[src/pkg/mti_cfg.svh]
// Timing and encoding constants of the multiplier transfer interlock.
`ifndef MTI_CFG_SVH
`define MTI_CFG_SVH
`define MTI_CLK_PERIOD_NS 50
`define MTI_MUL_BUSY_CYCLES 2'h2
`define MTI_BUSY_ZERO 2'h0
`define MTI_BUSY_ONE 2'h1
`endif

[src/pkg/mti_pkg.sv]
// Types shared by the multiplier transfer interlock.
package mti_pkg;
  typedef enum logic [1:0] {
    MTI_OP_OTHER = 2'h0,
    MTI_OP_MUL_WORD = 2'h1,
    MTI_OP_MAC_STORE = 2'h2,
    MTI_OP_MAC_LOAD = 2'h3
  } mti_op_t;

  typedef struct packed {
    logic valid;
    mti_op_t op;
  } mti_stage_t;

  typedef enum logic [1:0] {
    MTI_ST_IDLE = 2'h0,
    MTI_ST_WAIT = 2'h1,
    MTI_ST_ACCESS = 2'h2
  } mti_state_t;
endpackage : mti_pkg

[src/rtl/mti_busy_counter.sv]
// Down counter that models the multiplier busy period.
`timescale 1ns/1ps
`default_nettype none
`include "mti_cfg.svh"
module mti_busy_counter (
  // Clock and reset.
  input wire logic clk_sys_i,
  input wire logic reset_i,
  // Control.
  input wire logic start_i,
  // Status.
  output logic busy_o,
  output logic last_o
);
  logic [1:0] count;

  always_ff @(posedge clk_sys_i) begin
    if (reset_i) begin
      count <= `MTI_BUSY_ZERO;
    end else if (start_i) begin
      count <= `MTI_MUL_BUSY_CYCLES;
    end else if (count != `MTI_BUSY_ZERO) begin
      count <= count - `MTI_BUSY_ONE;
    end
  end

  assign busy_o = (count != `MTI_BUSY_ZERO);
  assign last_o = (count == `MTI_BUSY_ONE);
endmodule : mti_busy_counter
`default_nettype wire

[src/rtl/mti_interlock.sv]
// Interlock for MAC transfers that follow a signed word multiply.
`timescale 1ns/1ps
`default_nettype none
`include "mti_cfg.svh"
// Overview of operation
// RL1: A MAC store to memory gets an access stage reading multiplier and writing memory.
// RL2: The MAC store access stage and instruction fetch never share one slot.
// RL3: A MAC load from a general register gets an access stage reaching the multiplier.
// RL4: A MAC load access meeting a busy multiplier is held until it finishes.
// RL5: The MAC load access stage is arbitrated against instruction fetch.
// RL6: Access and fetch contention splits the slot; later stages shift behind it.
// RL7: A word multiply busies the multiplier two cycles; a MAC store waits likewise.
module mti_interlock (
  // Clock and reset.
  input wire logic clk_sys_i,
  input wire logic reset_i,
  // Instruction leaving the execute stage.
  input wire mti_pkg::mti_stage_t execute_stage_i,
  // Instruction fetch request from the front end.
  input wire logic fetch_req_i,
  // Access stage of a MAC transfer.
  output logic access_active_o,
  output logic access_mul_read_o,
  output logic access_mem_write_o,
  output logic access_mac_write_o,
  // Pipeline control.
  output logic fetch_grant_o,
  output logic pipe_stall_o,
  output logic multiplier_busy_o
);
  // Transfer state and the operation that it carries.
  mti_pkg::mti_state_t state;
  mti_pkg::mti_state_t next_state;
  mti_pkg::mti_op_t held_op;
  // Decoded view of the instruction leaving the execute stage.
  logic is_mul;
  logic is_store;
  logic is_load;
  logic enter;
  // Multiplier busy period.
  logic mul_start;
  logic busy;
  logic busy_last;
  logic need_mul;
  // Slot sharing between the access stage and instruction fetch.
  logic fire;
  logic fetch_served;
  logic next_fetch_served;
  logic next_fetch_grant;
  logic next_stall;
  logic next_mul_busy;

  assign is_mul = execute_stage_i.valid &&
                  execute_stage_i.op == mti_pkg::MTI_OP_MUL_WORD; // RL7
  assign is_store = execute_stage_i.valid &&
                    execute_stage_i.op == mti_pkg::MTI_OP_MAC_STORE; // RL1
  assign is_load = execute_stage_i.valid &&
                   execute_stage_i.op == mti_pkg::MTI_OP_MAC_LOAD; // RL3
  assign enter = is_store || is_load; // RL1 RL3
  // The multiplier is free once only its final busy cycle remains.
  assign need_mul = busy && !busy_last; // RL4 RL7
  // A multiply that arrives while a transfer is in flight is ignored.
  assign mul_start = is_mul && (state == mti_pkg::MTI_ST_IDLE); // RL7

  mti_busy_counter u_busy (
    .clk_sys_i(clk_sys_i),
    .reset_i(reset_i),
    .start_i(mul_start),
    .busy_o(busy),
    .last_o(busy_last)
  );

  always_comb begin
    next_state = state;
    unique case (state)
      mti_pkg::MTI_ST_IDLE: begin
        if (enter) begin
          next_state = need_mul ? mti_pkg::MTI_ST_WAIT
                                : mti_pkg::MTI_ST_ACCESS; // RL4 RL7
        end
      end
      mti_pkg::MTI_ST_WAIT: begin
        if (!need_mul) begin
          next_state = mti_pkg::MTI_ST_ACCESS; // RL4 RL7
        end
      end
      mti_pkg::MTI_ST_ACCESS: begin
        // Fetch takes the first contended slot; the access takes the next.
        if (!fetch_req_i || fetch_served) begin
          next_state = mti_pkg::MTI_ST_IDLE; // RL2 RL5 RL6
        end
      end
      default: begin
        next_state = mti_pkg::MTI_ST_IDLE;
      end
    endcase
  end

  // The access stage owns the slot in which the transfer leaves ACCESS.
  assign fire = (state == mti_pkg::MTI_ST_ACCESS) &&
                (next_state == mti_pkg::MTI_ST_IDLE); // RL2 RL5 RL6

  // Next values of the slot bookkeeping and the pipeline control outputs.
  always_comb begin
    next_fetch_served = (state == mti_pkg::MTI_ST_ACCESS) && !fire; // RL6
    next_fetch_grant = fetch_req_i && !fire; // RL2 RL5 RL6
    next_stall = (next_state != mti_pkg::MTI_ST_IDLE); // RL6
    next_mul_busy = mul_start || need_mul; // RL7
  end

  always_ff @(posedge clk_sys_i) begin
    if (reset_i) begin
      state <= mti_pkg::MTI_ST_IDLE;
    end else begin
      state <= next_state;
    end
  end

  always_ff @(posedge clk_sys_i) begin
    if (reset_i) begin
      held_op <= mti_pkg::MTI_OP_OTHER;
    end else if (state == mti_pkg::MTI_ST_IDLE && enter) begin
      held_op <= execute_stage_i.op;
    end
  end

  // Remembers that fetch already took one contended slot of this access.
  always_ff @(posedge clk_sys_i) begin
    if (reset_i) begin
      fetch_served <= 1'b0;
    end else begin
      fetch_served <= next_fetch_served; // RL6
    end
  end

  // The grant is dropped in the access slot, so the two never overlap.
  always_ff @(posedge clk_sys_i) begin
    if (reset_i) begin
      fetch_grant_o <= 1'b0;
    end else begin
      fetch_grant_o <= next_fetch_grant; // RL2 RL5 RL6
    end
  end

  always_ff @(posedge clk_sys_i) begin
    if (reset_i) begin
      access_active_o <= 1'b0;
    end else if (fire) begin
      access_active_o <= 1'b1; // RL1 RL3
    end else begin
      access_active_o <= 1'b0;
    end
  end

  always_ff @(posedge clk_sys_i) begin
    if (reset_i) begin
      access_mul_read_o <= 1'b0;
    end else if (fire && held_op == mti_pkg::MTI_OP_MAC_STORE) begin
      access_mul_read_o <= 1'b1; // RL1
    end else begin
      access_mul_read_o <= 1'b0;
    end
  end

  always_ff @(posedge clk_sys_i) begin
    if (reset_i) begin
      access_mem_write_o <= 1'b0;
    end else if (fire && held_op == mti_pkg::MTI_OP_MAC_STORE) begin
      access_mem_write_o <= 1'b1; // RL1
    end else begin
      access_mem_write_o <= 1'b0;
    end
  end

  always_ff @(posedge clk_sys_i) begin
    if (reset_i) begin
      access_mac_write_o <= 1'b0;
    end else if (fire && held_op == mti_pkg::MTI_OP_MAC_LOAD) begin
      access_mac_write_o <= 1'b1; // RL3
    end else begin
      access_mac_write_o <= 1'b0;
    end
  end

  // Younger instructions shift later while the transfer is in flight.
  always_ff @(posedge clk_sys_i) begin
    if (reset_i) begin
      pipe_stall_o <= 1'b0;
    end else begin
      pipe_stall_o <= next_stall; // RL6
    end
  end

  // Registered so that the busy flag comes straight from a flip-flop.
  always_ff @(posedge clk_sys_i) begin
    if (reset_i) begin
      multiplier_busy_o <= 1'b0;
    end else begin
      multiplier_busy_o <= next_mul_busy; // RL7
    end
  end
endmodule : mti_interlock
`default_nettype wire

[config.mk]
export PLATFORM = sky130hd
export DESIGN_NAME = mti_interlock
export DESIGN_NICKNAME = d
export VERILOG_FILES = /design/src/pkg/mti_pkg.sv /design/src/rtl/mti_busy_counter.sv /design/src/rtl/mti_interlock.sv
export VERILOG_INCLUDE_DIRS = /design/src /design/src/pkg
export SDC_FILE = /design/constraint.sdc
export NUM_CORES = 1
export LEC_CHECK = 0
export ABC_CLOCK_PERIOD_IN_PS = 2500
export BUFFER_PORTS_ARGS = -buffer_cell sky130_fd_sc_hd__buf_2
export CORE_AREA = 5 5 42 44
export DETAILED_ROUTE_END_ITERATION = 7
export DIE_AREA = 0 0 47 49
export GPL_TIMING_DRIVEN = 0
export SLEW_MARGIN = 20
export SYNTH_ARGS = -nofsm -noshare
export SYNTH_HDL_FRONTEND = slang
export SYNTH_HIERARCHICAL = 1
export SYNTH_SLANG_ARGS = --single-unit
[constraint.sdc]
create_clock -name clk_sys_i -period 2.5 [get_ports clk_sys_i]
set_input_delay 0.25 -clock clk_sys_i [delete_from_list [all_inputs] [get_ports clk_sys_i]]
set_output_delay 0.25 -clock clk_sys_i [all_outputs]
set_load 0.01 [all_outputs]
==> results.txt <==
row cnt - 14
largest area contributor in the netlist - dfxtp_1
critical path arrival - 1350 ps
Final Skew - 0.810 ps
Power Density - 613 nW/um2
number of port buffers - 12
clock transition at the registers of the reported paths - 70 ps
CTS tree - built
syn avg cell area - 11.2 um2
EDFF count, synth - 0
CP max stage cell - dfxtp_1
post-synthesis adder-cell area fraction - 0
largest net degree at the start of global routing - 9
FF-to-FF End - access_mac_write_o
Routed WL per cell - 10.4 um
CP max FO - 6
Leak Pwr - 0.000277 uW
DRC Markers - 0
Setup crit start kind - flop
die area - 2300 um2
Max Clk Rate - 866 MHz
vias in the first global route - 360
worst hold path class - input port to flop
num ports - 13
Routed WL - 812 um
Crit path required time - 2690 ps
reg2reg start - state[1]
CP max stage delay - 380 ps
Max Slew Vio Count - 0
Synth Area in Simple Gates - 0.346
dominant synthesized flop cell - dfxtp_1
minimum clock period - 1160 ps
Max clock buf depth - 2
GRT overflow - 0
root buffer cell - clkbuf_4
relative slew slack - 0.763
antenna violations before repair - 0
RSZ-0062 raised after global routing - no
Yosys top cell area share - 0.504
Slew @ Worst Pin - 355 ps
Synthesis Warnings - 6
Iter 0 DRT Violations - 2
Resized cells post-CTS - 0
main combinational cell family by area after synthesis - simple AND/OR/NAND/NOR gates
Max VDD drop - 0.000282 V
layout cells sized above 1 - 0.323
CP Capture Type - flop
placed insts - 74
maxcap violations - 0
fin cells - 78
launch point of the critical path - state[1]
DR pass1 iterations - 4
area of the multi-input gates - 230 um2
clk_lat worst skew - 270 ps
synth top area cells - dfxtp_1 50%, nor4b_4 4.6%, nand2b_1 3.6%
Vert. Die Dim - 49 um
compound-gate portion of the synthesized area - 0.0799
count of cell types in the netlist - 24
synthesized flop and latch total - 13
final setup fails - 0
Area growth syn-to-layout - 20.6%
DIE WIDTH - 47 um
xor and xnor area share after synthesis - 0
Max H-tree Level - 1
cells after synthesis - 46
Final period util - 0.462
global placer's final weighted congestion - 0.716
Seq/Total Area, Yosys - 0.504
TNS Setup - 0 ps
final hold viol count - 0
Critical Path End - access_mac_write_o
CTS Buf Count - 3
Reg2Reg Depth - 3
post-CTS setup buffers - 0
All-Layer GR Usage - 0.0912
fillcell total - 151
sequential cell area - 260 um2
CTS Hold Bufs - 0
Syn Nets - 52
crit path kind - flop to flop
initial core utilization - 0.369
critical path cell sequence - or3b_1 -> buf_6 -> nor4b_4
Num Clock Sinks - 13
Routed Antenna Nets - 0
status - finished clean
flop-to-flop setup slack - 1340 ps
post-DP HPWL - 627 um
Via Count - 381
nets - 69
asr flop ratio synth - 0
routed vias/inst - 4.88
antenna cells - 0
post-synthesis mux area share - 0.0194
Post-Syn Area - 517 um2
first-pass GRT wire length - 1430 um
Placeable Area - 1400 um2
[cell families after synthesis]
logic type / Yosys count
AO/OA/AOI/OAI: 6
buffers and inverters: 4
flip-flops: 13
multiplexers: 1
AND/OR/NAND/NOR: 22
[state kept, by name, indices dropped and copies added (netlist names)]
signal	cells
state	2
held_op	2
access_mem_write_o	1
access_active_o	1
fetch_grant_o	1
fetch_served	1
u_busy/count	2
multiplier_busy_o	1
access_mac_write_o	1
pipe_stall_o	1
[placed cells by master (no fill, tap or decap), types with 2 or more instances in the layout]
master | netlist | layout
dfxtp_1 | 13 | 13
buf_2 | 0 | 12
nor2_1 | 4 | 4
nor2b_1 | 3 | 3
nand2b_1 | 3 | 3
clkbuf_4 | 0 | 3
inv_1 | 2 | 2
a21oi_1 | 2 | 2
or2_1 | 2 | 2
[per-stage QoR]
step / power [uW] / worst slack [ps] / util / hold WS [ps] / instance area [um2]
after floorplan: 247 / 1400 / - / 322 / 517
after global placement: 260 / 1320 / 0.426 / 449 / 597
after detailed placement: 261 / 1310 / 0.426 / 454 / 597
after CTS: 393 / 1340 / 0.445 / 216 / 623
after global routing: 408 / 1260 / 0.445 / 214 / 623
final: 382 / 1340 / 0.445 / 224 / 623
[worst min-delay path by stage]
stage                      from               to  slack (ps)  cells after the start
floorplan               reset_i  u_busy/count[1]         320                      1
global placement     held_op[1]       held_op[1]         450                      1
detailed placement   held_op[1]       held_op[1]         450                      1
CTS                 fetch_req_i    fetch_grant_o         220                      2
global route        fetch_req_i    fetch_grant_o         210                      2
finish              fetch_req_i    fetch_grant_o         220                      2
[critical path: cells and delay by family, from the launching register on]
kind / cells / cell delay [ps]
flops: 1 / 380
buf+inv: 1 / 140
simple gates: 2 / 550
[routing by layer]
metal	vias up	global-route usage	part of all wire
met1	177	0.104	0.43
met3	2	0.0443	0.059
met4	0	0.0691	0.0074
met5	-	0	0
met2	8	0.124	0.50
li1	194	-	-
[where the power goes]
group	total [uW]	internal (uW)	leakage, uW	switching (uW)
registers	218	214	0.000106	4.01
clock network	127	61.8	0.0000150	65.1
logic	36.5	17.7	0.000156	18.8
total	382	294	0.000277	87.9
[final cells by class]
| type | instances | area share |
|---|---|---|
| flip-flops and latches | 13 | 0.418 |
| plain buffers | 2 | 0.0301 |
| well taps | 16 | 0.0321 |
| repair buffers | 12 | 0.0964 |
| inverters | 2 | 0.0120 |
| multi-input cells | 29 | 0.369 |
| clock buffers | 4 | 0.0422 |
[synth_stat cells, types with 2 or more instances]
cell type and number:
or2_1 2, inv_1 2, a21oi_1 2, dfxtp_1 13, nor2b_1 3, nor2_1 4
nand2b_1 3
No activity file was read; power rests on OpenSTA's default activity.
